**src/rtl/mqf_pkg.sv**
```systemverilog
// Purpose: Shared constants and types for the multi-queue flag block.
// Assumes: Four queues per device, 6-bit queue addresses, 9-bit storage units.
// Notes: Register offsets are byte addresses on the plain register port.
package mqf_pkg;

  localparam int NQ = 4;
  localparam int QIDX_W = 2;
  localparam int ID_W = 3;
  localparam int REG_AW = 4;
  localparam int IRQ_W = 3;

  // Register map, one 32-bit word per register.
  localparam logic [REG_AW-1:0] REG_CTRL = 4'h0;
  localparam logic [REG_AW-1:0] REG_STAT = 4'h4;
  localparam logic [REG_AW-1:0] REG_IRQ_ST = 4'h8;
  localparam logic [REG_AW-1:0] REG_IRQ_MSK = 4'hC;

  // Control fields: a set bit selects the narrow 9-bit port width.
  localparam int CTRL_IW_BIT = 0;
  localparam int CTRL_OW_BIT = 1;
  localparam logic [1:0] CTRL_RST = 2'h0;

  // Status layout: full vector in the low nibble, word-ready vector above it.
  localparam int STAT_READY_LSB = 4;

  // Interrupt events.
  localparam int IRQ_WR_REFUSED = 0;
  localparam int IRQ_OV_INVALID = 1;
  localparam int IRQ_RD_SWITCH = 2;
  localparam logic [IRQ_W-1:0] IRQ_RST = 3'h0;

  // Storage units moved per transfer for each port width.
  localparam logic [1:0] UNITS_WIDE = 2'h2;
  localparam logic [1:0] UNITS_NARROW = 2'h1;

  // Queue address as it appears on both port address buses.
  typedef struct packed {
    logic [ID_W-1:0] dev;
    logic null_q;
    logic [QIDX_W-1:0] queue;
  } mqf_qaddr_t;

  // Read-side queue switch progress.
  typedef enum logic [1:0] {
    SW_IDLE,
    SW_WAIT,
    SW_LOAD
  } mqf_sw_t;

  function automatic logic [1:0] mqf_units(input logic narrow);
    mqf_units = narrow ? UNITS_NARROW : UNITS_WIDE;
  endfunction

  function automatic logic mqf_id_match(input mqf_qaddr_t a, input logic [ID_W-1:0] id);
    mqf_id_match = (a.dev == id);
  endfunction

endpackage

```
**src/rtl/mqf_occ.sv**
```systemverilog
// Purpose: Occupancy counter of one queue, counted in 9-bit storage units.
// Assumes: Push and pop never exceed the stored or free amount.
// Notes: Full uses write units, word-ready uses read units.
`timescale 1ns/100ps
`default_nettype none
module mqf_occ #(
  parameter int DEPTH_UNITS = 16384
) (
  input wire logic CORE_CLK,
  input wire logic RST_N,
  input wire logic PUSH,
  input wire logic POP,
  input wire logic [1:0] WR_UNITS,
  input wire logic [1:0] RD_UNITS,
  output logic FULL,
  output logic WORD_READY
);
  import mqf_pkg::*;

  localparam int CW = $clog2(DEPTH_UNITS + 1);
  localparam logic [CW-1:0] DEPTH_C = CW'(DEPTH_UNITS);

  logic [CW-1:0] cnt_q;
  logic [CW-1:0] cnt_d;

  // Push and pop in one cycle both apply, so a shared queue stays exact.
  always_comb begin
    cnt_d = cnt_q;
    if (PUSH) begin
      cnt_d = cnt_d + CW'(WR_UNITS);
    end
    if (POP) begin
      cnt_d = cnt_d - CW'(RD_UNITS);
    end
  end

  always_ff @(posedge CORE_CLK or negedge RST_N) begin
    if (!RST_N) begin
      cnt_q <= '0;
    end else begin
      cnt_q <= cnt_d;
    end
  end

  // Full when a whole write word no longer fits.
  assign FULL = (DEPTH_C - cnt_q) < CW'(WR_UNITS);
  assign WORD_READY = cnt_q >= CW'(RD_UNITS);

endmodule
`default_nettype wire

```
**src/rtl/mqf_flags.sv**
```systemverilog
// Purpose: Active-queue full flag and output-valid flag of a four-queue device.
// Assumes: Controller signals are synchronous to CORE_CLK; ID pins are static.
// Notes: Flags are active low and tri-stated by an output enable per flag.
//
// Summary of operation
// - Keep full per queue, show selected one.
// - Full flag shows new queue next edge.
// - First write allowed second edge after selection.
// - Full flag changes only on clock edges.
// - Reads update full status of any queue.
// - Drive full flag only on ID match.
// - Same-device switches keep driving full flag.
// - Output load edge also updates valid flag.
// - Valid goes high after last word read.
// - New queue word and valid two cycles later.
// - Valid flag changes only on clock edges.
// - Writes mark any queue not empty.
// - Drive valid flag only on ID match.
// - Same-device switches keep driving valid flag.
// - Null read queue behaves as empty queue.
// - Full counts write width, valid read width.
// - Full low when full, valid low when valid.
`timescale 1ns/100ps
`default_nettype none
module mqf_flags #(
  parameter int DEPTH_UNITS = 16384
) (
  input wire logic CORE_CLK,
  input wire logic RST_N,
  input wire mqf_pkg::mqf_qaddr_t WRITE_QUEUE_ADDR,
  input wire logic WRITE_ADDR_STROBE,
  input wire logic WRITE_EN_N,
  input wire mqf_pkg::mqf_qaddr_t READ_QUEUE_ADDR,
  input wire logic READ_ADDR_STROBE,
  input wire logic READ_EN_N,
  input wire logic DEVICE_ID_BIT0,
  input wire logic DEVICE_ID_BIT1,
  input wire logic DEVICE_ID_BIT2,
  input wire logic [mqf_pkg::REG_AW-1:0] REG_ADDR,
  input wire logic [31:0] REG_WDATA,
  input wire logic REG_WR,
  input wire logic REG_RD,
  output logic [31:0] REG_RDATA,
  output logic IRQ,
  output logic ACTIVE_QUEUE_FULL_N_O,
  output logic ACTIVE_QUEUE_FULL_N_OE,
  output logic OUTPUT_WORD_VALID_N_O,
  output logic OUTPUT_WORD_VALID_N_OE
);
  import mqf_pkg::*;

  // After reset no read queue has been used, so the old source counts as the null queue.
  localparam mqf_qaddr_t NO_SRC_QADDR = '{dev: '0, null_q: 1'b1, queue: '0};

  logic [ID_W-1:0] id_s1_q;
  logic [ID_W-1:0] id_q;
  logic [1:0] ctrl_q;
  logic [IRQ_W-1:0] irq_st_q;
  logic [IRQ_W-1:0] irq_msk_q;
  logic [IRQ_W-1:0] irq_set;
  logic [31:0] rdata_q;
  logic [QIDX_W-1:0] wq_q;
  logic wr_match_q;
  logic fresh_q;
  logic ff_n_q;
  logic ff_oe_q;
  logic [NQ-1:0] full_vec;
  logic [NQ-1:0] ready_vec;
  logic [NQ-1:0] push_vec;
  logic [NQ-1:0] pop_vec;
  logic wr_ok;
  logic wr_refused;
  logic [1:0] wr_units;
  logic [1:0] rd_units;
  mqf_sw_t sw_q;
  mqf_qaddr_t new_q;
  mqf_qaddr_t src_q;
  mqf_qaddr_t cur_src;
  logic rd_match_q;
  logic out_full_q;
  logic ov_n_q;
  logic ov_oe_q;
  logic load;
  logic src_avail;

  // ID straps pass two flops; only the second stage is read.
  always_ff @(posedge CORE_CLK or negedge RST_N) begin
    if (!RST_N) begin
      id_s1_q <= '0;
      id_q <= '0;
    end else begin
      id_s1_q <= {DEVICE_ID_BIT2, DEVICE_ID_BIT1, DEVICE_ID_BIT0};
      id_q <= id_s1_q;
    end
  end

  assign wr_units = mqf_units(ctrl_q[CTRL_IW_BIT]);
  assign rd_units = mqf_units(ctrl_q[CTRL_OW_BIT]);

  // One occupancy counter per queue, all tracked regardless of selection.
  for (genvar g = 0; g < NQ; g++) begin : g_q
    mqf_occ #(
      .DEPTH_UNITS(DEPTH_UNITS)
    ) u_occ (
      .CORE_CLK(CORE_CLK),
      .RST_N(RST_N),
      .PUSH(push_vec[g]),
      .POP(pop_vec[g]),
      .WR_UNITS(wr_units),
      .RD_UNITS(rd_units),
      .FULL(full_vec[g]),
      .WORD_READY(ready_vec[g])
    );
  end

  // Write selection; the device match decides who owns the shared flag.
  always_ff @(posedge CORE_CLK or negedge RST_N) begin
    if (!RST_N) begin
      wq_q <= '0;
      wr_match_q <= 1'b0;
      fresh_q <= 1'b0;
    end else begin
      fresh_q <= WRITE_ADDR_STROBE;
      if (WRITE_ADDR_STROBE) begin
        wq_q <= WRITE_QUEUE_ADDR.queue;
        wr_match_q <= mqf_id_match(WRITE_QUEUE_ADDR, id_q);
      end
    end
  end

  // A write in the cycle right after selection is ignored, as is one into a full queue.
  assign wr_ok = !WRITE_EN_N && wr_match_q && !fresh_q && !full_vec[wq_q];
  assign wr_refused = !WRITE_EN_N && wr_match_q && !fresh_q && full_vec[wq_q];
  assign push_vec = wr_ok ? (NQ'(1) << wq_q) : '0;

  // Full flag is a registered view of the selected queue, one edge behind the select.
  always_ff @(posedge CORE_CLK or negedge RST_N) begin
    if (!RST_N) begin
      ff_n_q <= 1'b1;
      ff_oe_q <= 1'b0;
    end else begin
      ff_n_q <= !full_vec[wq_q];
      ff_oe_q <= wr_match_q;
    end
  end

  assign ACTIVE_QUEUE_FULL_N_O = ff_n_q;
  assign ACTIVE_QUEUE_FULL_N_OE = ff_oe_q;

  // Read switch: one more load comes from the old queue before the new one takes over.
  always_ff @(posedge CORE_CLK or negedge RST_N) begin
    if (!RST_N) begin
      sw_q <= SW_IDLE;
      new_q <= '0;
      src_q <= NO_SRC_QADDR;
      rd_match_q <= 1'b0;
    end else begin
      if (READ_ADDR_STROBE) begin
        sw_q <= SW_WAIT;
        new_q <= READ_QUEUE_ADDR;
        rd_match_q <= mqf_id_match(READ_QUEUE_ADDR, id_q);
      end else begin
        case (sw_q)
          SW_WAIT: begin
            sw_q <= SW_LOAD;
          end
          SW_LOAD: begin
            sw_q <= SW_IDLE;
            src_q <= new_q;
          end
          default: begin
            sw_q <= SW_IDLE;
          end
        endcase
      end
    end
  end

  // Neither the null queue nor a queue of another device offers a word here.
  assign cur_src = (sw_q == SW_LOAD) ? new_q : src_q;
  assign src_avail = !cur_src.null_q && mqf_id_match(cur_src, id_q) &&
                     ready_vec[cur_src.queue];
  // The switch edge forces a load so the valid flag follows the new queue.
  assign load = rd_match_q && (!out_full_q || !READ_EN_N || (sw_q == SW_LOAD));
  assign pop_vec = (load && src_avail) ? (NQ'(1) << cur_src.queue) : '0;

  // Output register state; the load edge sets validity for the word it leaves.
  always_ff @(posedge CORE_CLK or negedge RST_N) begin
    if (!RST_N) begin
      out_full_q <= 1'b0;
    end else if (load) begin
      out_full_q <= src_avail;
    end
  end

  always_ff @(posedge CORE_CLK or negedge RST_N) begin
    if (!RST_N) begin
      ov_n_q <= 1'b1;
      ov_oe_q <= 1'b0;
    end else begin
      if (load) begin
        ov_n_q <= !src_avail;
      end
      ov_oe_q <= rd_match_q;
    end
  end

  assign OUTPUT_WORD_VALID_N_O = ov_n_q;
  assign OUTPUT_WORD_VALID_N_OE = ov_oe_q;

  // Event sources for the interrupt status.
  assign irq_set[IRQ_WR_REFUSED] = wr_refused;
  assign irq_set[IRQ_OV_INVALID] = load && out_full_q && !src_avail;
  assign irq_set[IRQ_RD_SWITCH] = (sw_q == SW_LOAD) && !READ_ADDR_STROBE;

  // Control and mask registers written by software.
  always_ff @(posedge CORE_CLK or negedge RST_N) begin
    if (!RST_N) begin
      ctrl_q <= CTRL_RST;
      irq_msk_q <= IRQ_RST;
    end else if (REG_WR) begin
      if (REG_ADDR == REG_CTRL) begin
        ctrl_q <= REG_WDATA[1:0];
      end
      if (REG_ADDR == REG_IRQ_MSK) begin
        irq_msk_q <= REG_WDATA[IRQ_W-1:0];
      end
    end
  end

  // Sticky status, write one to clear; a new event wins over its clear.
  always_ff @(posedge CORE_CLK or negedge RST_N) begin
    if (!RST_N) begin
      irq_st_q <= IRQ_RST;
    end else if (REG_WR && (REG_ADDR == REG_IRQ_ST)) begin
      irq_st_q <= (irq_st_q & ~REG_WDATA[IRQ_W-1:0]) | irq_set;
    end else begin
      irq_st_q <= irq_st_q | irq_set;
    end
  end

  assign IRQ = |(irq_st_q & irq_msk_q);

  // Read data stands in the cycle after the strobe only; unmapped reads return zero.
  always_ff @(posedge CORE_CLK or negedge RST_N) begin
    if (!RST_N) begin
      rdata_q <= '0;
    end else if (REG_RD) begin
      case (REG_ADDR)
        REG_CTRL: rdata_q <= {30'h0, ctrl_q};
        REG_STAT: rdata_q <= {24'h0, ready_vec, full_vec};
        REG_IRQ_ST: rdata_q <= {29'h0, irq_st_q};
        REG_IRQ_MSK: rdata_q <= {29'h0, irq_msk_q};
        default: rdata_q <= '0;
      endcase
    end else begin
      rdata_q <= '0;
    end
  end

  assign REG_RDATA = rdata_q;
endmodule
`default_nettype wire

```
**config.mk**
```make
export PLATFORM = sky130hd
export DESIGN_NAME = mqf_flags
export DESIGN_NICKNAME = d
export VERILOG_FILES = /design/src/rtl/mqf_pkg.sv /design/src/rtl/mqf_occ.sv /design/src/rtl/mqf_flags.sv
export SDC_FILE = /design/constraint.sdc
export NUM_CORES = 1
export LEC_CHECK = 0
export ABC_AREA = 1
export BUFFER_PORTS_ARGS = -buffer_cell sky130_fd_sc_hd__buf_2
export CAP_MARGIN = 20
export CELL_PAD_IN_SITES_DETAIL_PLACEMENT = 0
export CELL_PAD_IN_SITES_GLOBAL_PLACEMENT = 1
export CORE_ASPECT_RATIO = 0.5
export CORE_MARGIN = 3
export CORE_UTILIZATION = 44
export CTS_CLUSTER_DIAMETER = 40
export CTS_CLUSTER_SIZE = 24
export DETAILED_ROUTE_END_ITERATION = 7
export HOLD_SLACK_MARGIN = 0.08
export PLACE_DENSITY = 0.85
export SLEW_MARGIN = 0
export SYNTH_ARGS = -nofsm -noshare
export SYNTH_HDL_FRONTEND = slang
export SYNTH_SLANG_ARGS = --single-unit
```
**constraint.sdc**
```tcl
create_clock -name CORE_CLK -period 5.38 [get_ports CORE_CLK]
set_input_delay 1.614 -clock CORE_CLK [delete_from_list [all_inputs] [get_ports CORE_CLK]]
set_output_delay 1.614 -clock CORE_CLK [all_outputs]
set_load 0.03 [all_outputs]
```
== After elaboration in Yosys (flattened, before gate mapping) ==
Index checks and enable logic that the tools add are counted.

* Register bits: 130
* Output and inout port bits: 37
* Logic and storage cells: 111

* Add/sub/neg operators: 12
* $lt $le $gt $ge: 10
* Equality and inequality tests: 8
* Shift-type cells: 2
* Multiplexer cells: 22
* Bitwise logic cells: 5
* Reductions and logical operators: 26

{| class="wikitable"
|+ Operator list
! kind !! number
|-
| 15-bit 2-to-1 mux || 8
|-
| 15-bit by 2-bit adder with 15-bit output || 4
|-
| 15-bit by 2-bit >= comparator with 1-bit output || 4
|-
| 15-bit by 2-bit < comparator with 1-bit output || 4
|-
| 15-bit subtractor, first input constant || 4
|-
| 15-bit by 2-bit subtractor with 15-bit output || 4
|-
| 32-bit 2-to-1 mux || 1
|-
| 8-bit one-hot mux with 4 select lines || 1
|-
| 1-bit logical AND || 12
|-
| 3-bit == test || 3
|-
| 4-bit == test, second input constant || 2
|-
| 1-bit zero test || 8
|-
| 2-bit 2-to-1 mux || 4
|-
| 4-bit 2-to-1 mux || 2
|-
| 1-bit by 2-bit << shifter with 4-bit output, first input constant || 2
|-
| 3-bit AND || 2
|-
| 2-bit by 3-bit < comparator with 1-bit output, second input constant || 2
|-
| 6-bit 2-to-1 mux || 1
|-
| 3-bit bitwise OR || 2
|-
| 1-bit binary-select mux with 2-bit select || 2
|-
| 4-bit by 3-bit == test with 1-bit output, second input constant || 1
|-
| 4-bit zero test || 1
|-
| 2-bit AND reduction || 2
|-
| 3-bit 2-to-1 mux || 1
|-
| 6 further kinds || 8
|}

== Longest topological paths before layout ==
Gate-level depths: netlist of run 1.

* Depth after elaboration: 10
* Gate-level depth with buffers: 31
* Mapped depth without buffers: 29

== Hierarchy ==
A second synthesis of run 1 with hierarchy kept.

* Cell total of the unflattened synthesis: 1,282
* Area, all modules: 8,967.4 µm²

{| class="wikitable"
|+ By module, submodules not included
! module !! instances !! cells each !! area each (µm²) !! seq. area each (µm²)
|-
| mqf_occ at g_q[0].u_occ ... || 3 || 249 || 1,659.1 || 375.4
|-
| mqf_flags || 1 || 281 || 2,283.4 || 1,154.9
|-
| mqf_occ at g_q[3].u_occ || 1 || 254 || 1,706.6 || 375.4
|}

== Worst setup path after synthesis of run 1 ==
No wires, ideal clock.

* Path type: input to register
* From: input WRITE_EN_N
* To: register g_q[2].u_occ.cnt_q[10]
* Library setup time: 125 ps
* Arrival: 3,934 ps
* Required time: 5,255 ps
* Path slack: 1,321 ps
* Cell stages on the path: 14
* Cells stage by stage: nor3_1 > nand3_2 > buf_6 > buf_6 > inv_1 > o21ai_0 > ha_1 > fa_1 > and3_1 > nand3_1 > nor2_4 > nand2_1 > nor2_4 > xor2_1

* Longest elaborated chain between the ends: 8

{| class="wikitable"
|+ RTL lines
! element !! line !! source
|-
| start: declaration || mqf_flags.sv:32 || <nowiki>input wire logic WRITE_EN_N,</nowiki>
|-
| 1-bit zero test * || mqf_flags.sv:132 || <nowiki>assign wr_ok = !WRITE_EN_N && wr_match_q && !fresh_q && !full_vec[wq_q];</nowiki>
|-
| 1-bit logical AND * (3 in series) || mqf_flags.sv:132 ||
|-
| 4-bit 2-to-1 mux * || mqf_flags.sv:134 || <nowiki>assign push_vec = wr_ok ? (NQ'(1) << wq_q) : '0;</nowiki>
|-
| 15-bit 2-to-1 mux * || mqf_occ.sv:29 || <nowiki>if (PUSH) begin</nowiki>
|-
| 15-bit by 2-bit subtractor with 15-bit output || mqf_occ.sv:33 || <nowiki>cnt_d = cnt_d - CW'(RD_UNITS);</nowiki>
|-
| 15-bit 2-to-1 mux * || mqf_occ.sv:32 || <nowiki>if (POP) begin</nowiki>
|-
| named net g_q[2].u_occ.cnt_d[10] || mqf_occ.sv:24 || <nowiki>logic [CW-1:0] cnt_d;</nowiki>
|-
| end signal: assignment || mqf_occ.sv:41 || <nowiki>cnt_q <= cnt_d;</nowiki>
|-
| end: declaration || mqf_occ.sv:23 || <nowiki>logic [CW-1:0] cnt_q;</nowiki>
|}

The timed path passes the listed nets; every way through them passes the cells marked *.
A chain may end at the register's enable or synchronous reset.

== Worst setup path after layout of run 1 ==
* From: register g_q[1].u_occ.cnt_q[0]
* To: register g_q[3].u_occ.cnt_q[13]

* Longest elaborated chain between the ends: 10

{| class="wikitable"
|+ RTL lines
! element !! line !! source
|-
| start: declaration || mqf_occ.sv:23 ||
|-
| start signal: assignment || mqf_occ.sv:41 ||
|-
| 15-bit subtractor || mqf_occ.sv:46 || <nowiki>assign FULL = (DEPTH_C - cnt_q) < CW'(WR_UNITS);</nowiki>
|-
| 15-bit by 2-bit < comparator with 1-bit output || mqf_occ.sv:46 ||
|-
| 1-bit binary-select mux with 2-bit select || mqf_flags.sv:132 ||
|-
| 1-bit 2-to-1 mux (implied by the code) || mqf_flags.sv:132 ||
|-
| 1-bit zero test || mqf_flags.sv:132 ||
|-
| 1-bit logical AND || mqf_flags.sv:132 ||
|-
| 4-bit 2-to-1 mux || mqf_flags.sv:134 ||
|-
| 15-bit 2-to-1 mux || mqf_occ.sv:29 ||
|-
| 15-bit by 2-bit subtractor with 15-bit output || mqf_occ.sv:33 ||
|-
| 15-bit 2-to-1 mux * || mqf_occ.sv:32 ||
|-
| named net g_q[3].u_occ.cnt_d[13] || mqf_occ.sv:24 ||
|-
| end signal: assignment || mqf_occ.sv:41 ||
|-
| end: declaration || mqf_occ.sv:23 ||
|}

The timed path passes the listed nets; every way through them passes the cells marked *. The select of a mux whose other input is x is not followed.

==> results of run 1 <==
[routing by layer]
| metal | vias up | wire length, microns |
|---|---|---|
| met1 | 4199 | 12500 |
| li1 | 4607 | - |
| met2 | 166 | 11300 |
| met5 | - | 0 |
| met3 | 22 | 885 |
| met4 | 0 | 260 |
[power by group through the flow]
stage / registers, mW / clock network, mW / logic [mW]
after floorplan: 1.02 / 0 / 1.01
after global placement: 1.07 / 0 / 1.21
after detailed placement: 1.08 / 0 / 1.24
after CTS: 1.06 / 0.698 / 1.25
after global routing: 1.08 / 0.725 / 1.46
final: 1.06 / 0.677 / 1.25
[state kept, by name, indices dropped and copies added, names as in the netlist, 2 cells and up]
register,flops
src_q,6
REG_RDATA,8
ctrl_q,2
id_s1_q,3
sw_q,2
irq_msk_q,3
id_q,3
new_q,6
irq_st_q,3
wq_q,2
g_q.u_occ.cnt_q,60
[per-stage QoR]
stage                     instance area, sq um  hold slack (ns)  total power, mW
after global routing                     10300            0.355             3.26
after floorplan                           9820            0.331             2.04
final                                    10300            0.350             2.99
after CTS                                10300            0.351             3.01
after global placement                   10000            0.337             2.28
after detailed placement                 10000            0.336             2.32
[cell usage after synthesis, types with 8 or more instances]
| library cell | n | area, sq um |
|---|---|---|
| nand2_1 | 387 | 1450 |
| inv_1 | 187 | 702 |
| nor2_1 | 175 | 657 |
| dfrtp_1 | 103 | 2580 |
| nand3_1 | 96 | 480 |
| xor2_1 | 71 | 622 |
| o21ai_0 | 66 | 330 |
| nor3_1 | 42 | 210 |
| nand4_1 | 41 | 257 |
| ha_1 | 36 | 450 |
| buf_4 | 26 | 195 |
| nand2_2 | 23 | 144 |
| a21oi_1 | 21 | 105 |
| xnor2_1 | 20 | 175 |
| nor2_4 | 19 | 214 |
| nor2_2 | 16 | 100 |
| buf_6 | 13 | 146 |
| o21ai_1 | 12 | 60.1 |
| nor4_1 | 10 | 62.6 |
| buf_2 | 9 | 45.0 |
| fa_1 | 8 | 160 |
[cells by family (layout without fill, tap and decap cells)]
logic type | after synthesis | after routing | synth area share [%]
other | 1 | 24 | 0.0385
muxes | 4 | 4 | 0.411
adders and majority gates | 44 | 44 | 6.27
AOI/OAI and AO/OA | 118 | 118 | 6.68
buffers and inverters | 251 | 260 | 11.8
xor gates and xnor gates | 91 | 91 | 8.19
and+or+nand+nor | 835 | 835 | 39.3
DFF | 106 | 106 | 27.3
[path summary, 6_finish.rpt]
check / start / endpoint
worst max-delay path: g_q[1].u_occ.cnt_q[0] / g_q[3].u_occ.cnt_q[13]
worst min-delay path: id_s1_q[0] / id_q[0]
worst max register to register: g_q[1].u_occ.cnt_q[0] / g_q[3].u_occ.cnt_q[13]
min in group asynchronous: RST_N / g_q[3].u_occ.cnt_q[11]
max in group asynchronous: RST_N / src_q[2]
worst min register to register: id_s1_q[0] / id_q[0]
[layout by cell type (no fill, tap or decap), types with 3 or more instances in the layout]
master,instances
nand3_1,96
inv_1,187
buf_2,40
dfrtp_1,103
a21oi_1,21
nand4_2,3
conb_1,24
fa_1,8
mux2i_1,4
nor3_2,4
nor2_4,19
clkbuf_1,3
nand4_1,41
nand2_1,387
nand3b_1,6
and3_1,3
nand3_2,3
a31oi_1,3
ha_1,36
o21ai_0,66
o21ai_1,12
nor4_1,10
inv_2,7
nor2_1,175
xnor2_1,20
dfstp_2,3
nand2_2,23
clkbuf_16,9
buf_4,8
xor2_1,71
nor2_2,16
o21ai_2,6
nor3_1,41
[cell type report]
class,instances,area [sq um]
fillers,2243,10800
multi-input cells,1116,6020
flip-flops and latches,106,2660
inverters,196,736
well taps,292,365
repair buffers,48,260
clock buffers,12,236
clock inverters,4,51.3
==> key figures, run 1 <==
Run status
  • Status: finished, final reports clean

Placement
  • Global placer's final weighted congestion: 0.888
  • Post-placement cell count: 1,758
  • Dpl ws: around 0.8 ns
  • IO buf count: roughly 40
  • Dpl hpwl: between 15,000 and 20,000 microns

Global route
  • First-pass GRT wire length: 42,400 microns
  • Antenna violations before repair: 0
  • Met3 GRT Util: 2.90%
  • GRT Max-Usage Layer: met2
  • Vias in the first global route: around 8,600
  • Routing usage on met1: 30.5%
  • Global route total overflow: 0
  • Total GRT Usage: 21.2%
  • Pin count of the biggest net entering global routing: 58
  • Met2 Use GR: around a third

Worst setup path
  • R2R depth: 26
  • CP peak stage delay: 0.42 ns
  • Worst path buffer plus inverter count: 5
  • Peak fanout along the critical path: 20
  • Worst setup SP type: flip-flop
  • Setup CP Type: reg2reg
  • Critical Path RT: about 5.6 ns
  • R2R setup slack: roughly 0.7 ns
  • Critical Path Slowest Stage Cell: dfrtp_1
  • Critical Path End Type: flip-flop
  • CP top delay family: simple AND/OR/NAND/NOR gates
  • CP Depth: 26
  • Critical Path AT: around 4.9 ns
  • CP most frequent cell: nand2_1

Clocking
  • Clk root buf: clkbuf_16
  • Num CTS Buffers: 9
  • # H-tree levels: 3
  • Clock sinks: 106
  • Worst-skew pair later-pin latency: around 0.36 ns
  • Post-cts hold buffer count: 0
  • Postcts setup bufs: 0
  • Clock slew at reported path FFs: 0.07 ns
  • Post_cts resized: 0
  • TritonCTS clock tree: built
  • Clock buffer depth: 2

STA
  • Tcrit/Tclk final: about 87%
  • RSZ-0062 raised after global routing: false
  • Number of max-slew violations in the final report: 0
  • Final hold viol count: 0
  • Clock skew: 0.00973 ns
  • Setup TNS: 0 ns
  • Min Tclk post-route: about 4.7 ns
  • Post-route setup slack: between 0.7 and 0.8 ns
  • Worst slew margin: between 40 and 50%
  • Endpoints failing setup: 0
  • Worst slew pin tran: between 0.8 and 0.9 ns
  • Fmax achieved: approximately 0.21 GHz

Final layout
  • Layout cells sized above 1: 10.3%
  • Final design utilization: 48.9%
  • Filler-free cell count of the finished design: 1,774
  • Diode count: 0
  • Area added between synthesis and finish: 6.08%
  • NumNets Final: approximately 1,600

Routing
  • DRC: 0
  • Via count: 8,994
  • First-pass DRT Iterations: 6
  • WL/cell: roughly 14 microns
  • Initial drt markers: ~640
  • Via density per instance: a little over 5
  • Final ANT Viol Nets: 0
  • Detailed Route WL: 24,900 microns

Yosys
  • Synth Instances: about 1,500
  • Async SR Flop Fraction: 100%
  • Post-Syn Area: approximately 0.0097 sq mm
  • Mean cell area of the mapped netlist: ~6.7 sq um
  • Synth Flop Type: dfrtp_1
  • Ys Warns: 0
  • Register area share after synthesis: around 27%
  • Post-synth EDFFs: 0
  • Distinct cells, synth: between 40 and 50
  • FF+latch count, synth: approximately 110

Power and ir drop
  • Max VDD drop: 0.000160 V
  • Combinational share of power: between 40% and 50%
  • Cell Pwr Density: 290 mW/mm^2
  • Pleak: 4.90 nW
  • Sw Share: ~43%
  • Sw Pwr: around 1.3 mW
  • Sequential share of power: between 30 and 40%
  • Power share of the clock group: a little under a quarter
  • Cell Int Power: around 1.7 mW

Worst hold path
  • Worst min path class: reg2reg
  • Worst Hold Depth: 0

Floorplan
  • Die height: roughly 110 microns
  • Rows: 37
  • Initial Util: a little under half
  • Core area: roughly 0.021 sq mm
  • Die Wd: 216 microns
  • Die area: around 0.024 sq mm
  • Io pins: 96

Run
  • Max Cap Viol: 0
(Power assumes the default switching activity.)
==> inputs of run 2 (changes only) <==
Settings changed: CTS_BUF_LIST set to sky130_fd_sc_hd__clkbuf_16.
==> key figures, run 2 (same netlist as run 1, synthesis figures left out) <==
STA
  • Fin Hold WS: about 0.35 ns
  • Clock skew: just over 0.01 ns
  • RSZ-0062 raised after global routing: false
  • Tcrit/Tclk final: 86.5%
  • Final hold viol count: 0
  • Endpoints failing setup: 0
  • Fmax achieved: around 0.21 GHz
  • Number of max-slew violations in the final report: 0
  • Min Tclk post-route: 4.65 ns
  • Worst slew margin: a little under half
  • Setup TNS: 0 ns
  • Worst slew pin tran: around 0.82 ns

Final layout
  • Largest Register: g_q.u_occ.cnt_q
  • Largest register FFs: 60
  • Filler-free cell count of the finished design: between 1,500 and 2,000
  • Most frequent cells in the layout: nand2_1 (387), inv_1 (190), nor2_1 (175)
  • Layout cells sized above 1: 10.3%
  • Area added between synthesis and finish: 6.08%
  • Fin area: about 0.010 sq mm
  • Diode count: 0
  • Most common cell after layout, fill and taps aside: nand2_1
  • NumNets Final: approximately 1,600

Worst setup path
  • Critical Path AT: roughly 4.9 ns
  • Crit path launch: g_q[0].u_occ.cnt_q[0]
  • Critical Path Slowest Stage Cell: dfrtp_1
  • Setup CP Type: reg2reg
  • Critical Path End Type: flip-flop
  • CP most frequent cell: nand2_1
  • Worst setup SP type: flip-flop
  • CP peak stage delay: approximately 0.4 ns
  • Worst r2r src: g_q[0].u_occ.cnt_q[0]
  • Peak fanout along the critical path: 20
  • Critical Path RT: roughly 5.6 ns

Power and ir drop
  • Overall Power: between 2 and 3 mW
  • Max VDD drop: between 0.00015 and 0.0002 V
  • Cell Pwr Density: 289 mW/mm^2
  • Pleak: about 4.9 nW

Placement
  • Placed inst area: about 0.01 sq mm
  • Post-placement cell count: around 1,800
  • IO buf count: between 40 and 50
  • Dpl hpwl: 19,800 microns
  • Global placer's final weighted congestion: just under 0.9

Routing
  • Final ANT Viol Nets: 0
  • WL/cell: between 10 and 15 microns
  • Initial drt markers: between 600 and 700
  • Via count: roughly 9,000
  • First-pass DRT Iterations: 6
  • DRC: 0
  • Via density per instance: 5.08
  • Detailed Route WL: around 25,000 microns

Floorplan
  • Io pins: 96
  • Die height: about 110 microns
  • Initial Util: about 46%
  • Die area: 0.0241 sq mm
  • Core area: 0.0211 sq mm
  • Rows: 37
  • Die Wd: about 220 microns

Global route
  • First-pass GRT wire length: 42,400 microns
  • Vias in the first global route: 8,604
  • Pin count of the biggest net entering global routing: 58
  • Antenna violations before repair: 0
  • Global route total overflow: 0
  • Total GRT Usage: 21.2%

Clocking
  • Clock buffer depth: 2
  • Clock sinks: between 100 and 150
  • Clk root buf: clkbuf_16
  • Num CTS Buffers: 9
  • Worst-skew pair later-pin latency: 0.36 ns
  • TritonCTS clock tree: built
  • # H-tree levels: 3
  • Clock slew at reported path FFs: about 0.07 ns
  • Postcts setup bufs: 0
  • Post_cts resized: 0
  • Post-cts hold buffer count: 0

Run status
  • Status: finished, final reports clean

Worst hold path
  • Worst min path class: reg2reg
  • HP Start: id_s1_q[0]

Run
  • Max Cap Viol: 0
==> run 2: through the flow <==
step           setup slack (ns)  utilization [%]
6_report                  0.728             48.9
5_1_grt                   0.133             48.9
4_1_cts                   0.776             48.9
3_5_place_dp              0.800             47.6
3_3_place_gp              0.814             47.6
2_1_floorplan              1.32                -
==> run 2: critical path, delay by kind of cell, from the launching register on <==
| family | cells | cell delay [ns] |
|---|---|---|
| buffers and inverters | 5 | 0.46 |
| DFF | 1 | 0.40 |
| adders and majority gates | 3 | 0.80 |
| and+or+nand+nor | 18 | 2.41 |
| AOI/OAI and AO/OA | 2 | 0.46 |
==> run 2: layout make-up <==
type                            count  area (sq um)
Sequential cell                   106          2660
Multi-Input combinational cell   1116          6020
Fill cell                        2243         10800
Tap cell                          292           365
Clock buffer                        9           225
Timing Repair Buffer               48           260
Inverter                          196           736
Clock inverter                      7          62.6
==> run 2: metal layers <==
layer	part of all wire, %	track usage, %	vias up
li1	-	-	4608
met1	50	30.5	4206
met2	45	34.4	175
met3	3.8	2.90	22
met4	1.0	3.76	0
met5	0	0	-
==> run 2: worst paths after layout <==
path,end,slack (ns),cells past startpoint
setup / recovery,g_q[3].u_occ.cnt_q[13],0.73,28
hold / removal,id_q[0],0.35,0
setup reg to reg,g_q[3].u_occ.cnt_q[13],0.73,28
hold reg to reg,id_q[0],0.35,0
max in group asynchronous,src_q[2],3.17,2
min in group asynchronous,g_q[3].u_occ.cnt_q[11],1.32,1
==> run 2: power breakdown <==
part	total (mW)	internal, mW	switching (mW)
Combinational	1.25	0.435	0.819
Sequential	1.06	0.905	0.157
Clock	0.673	0.358	0.316
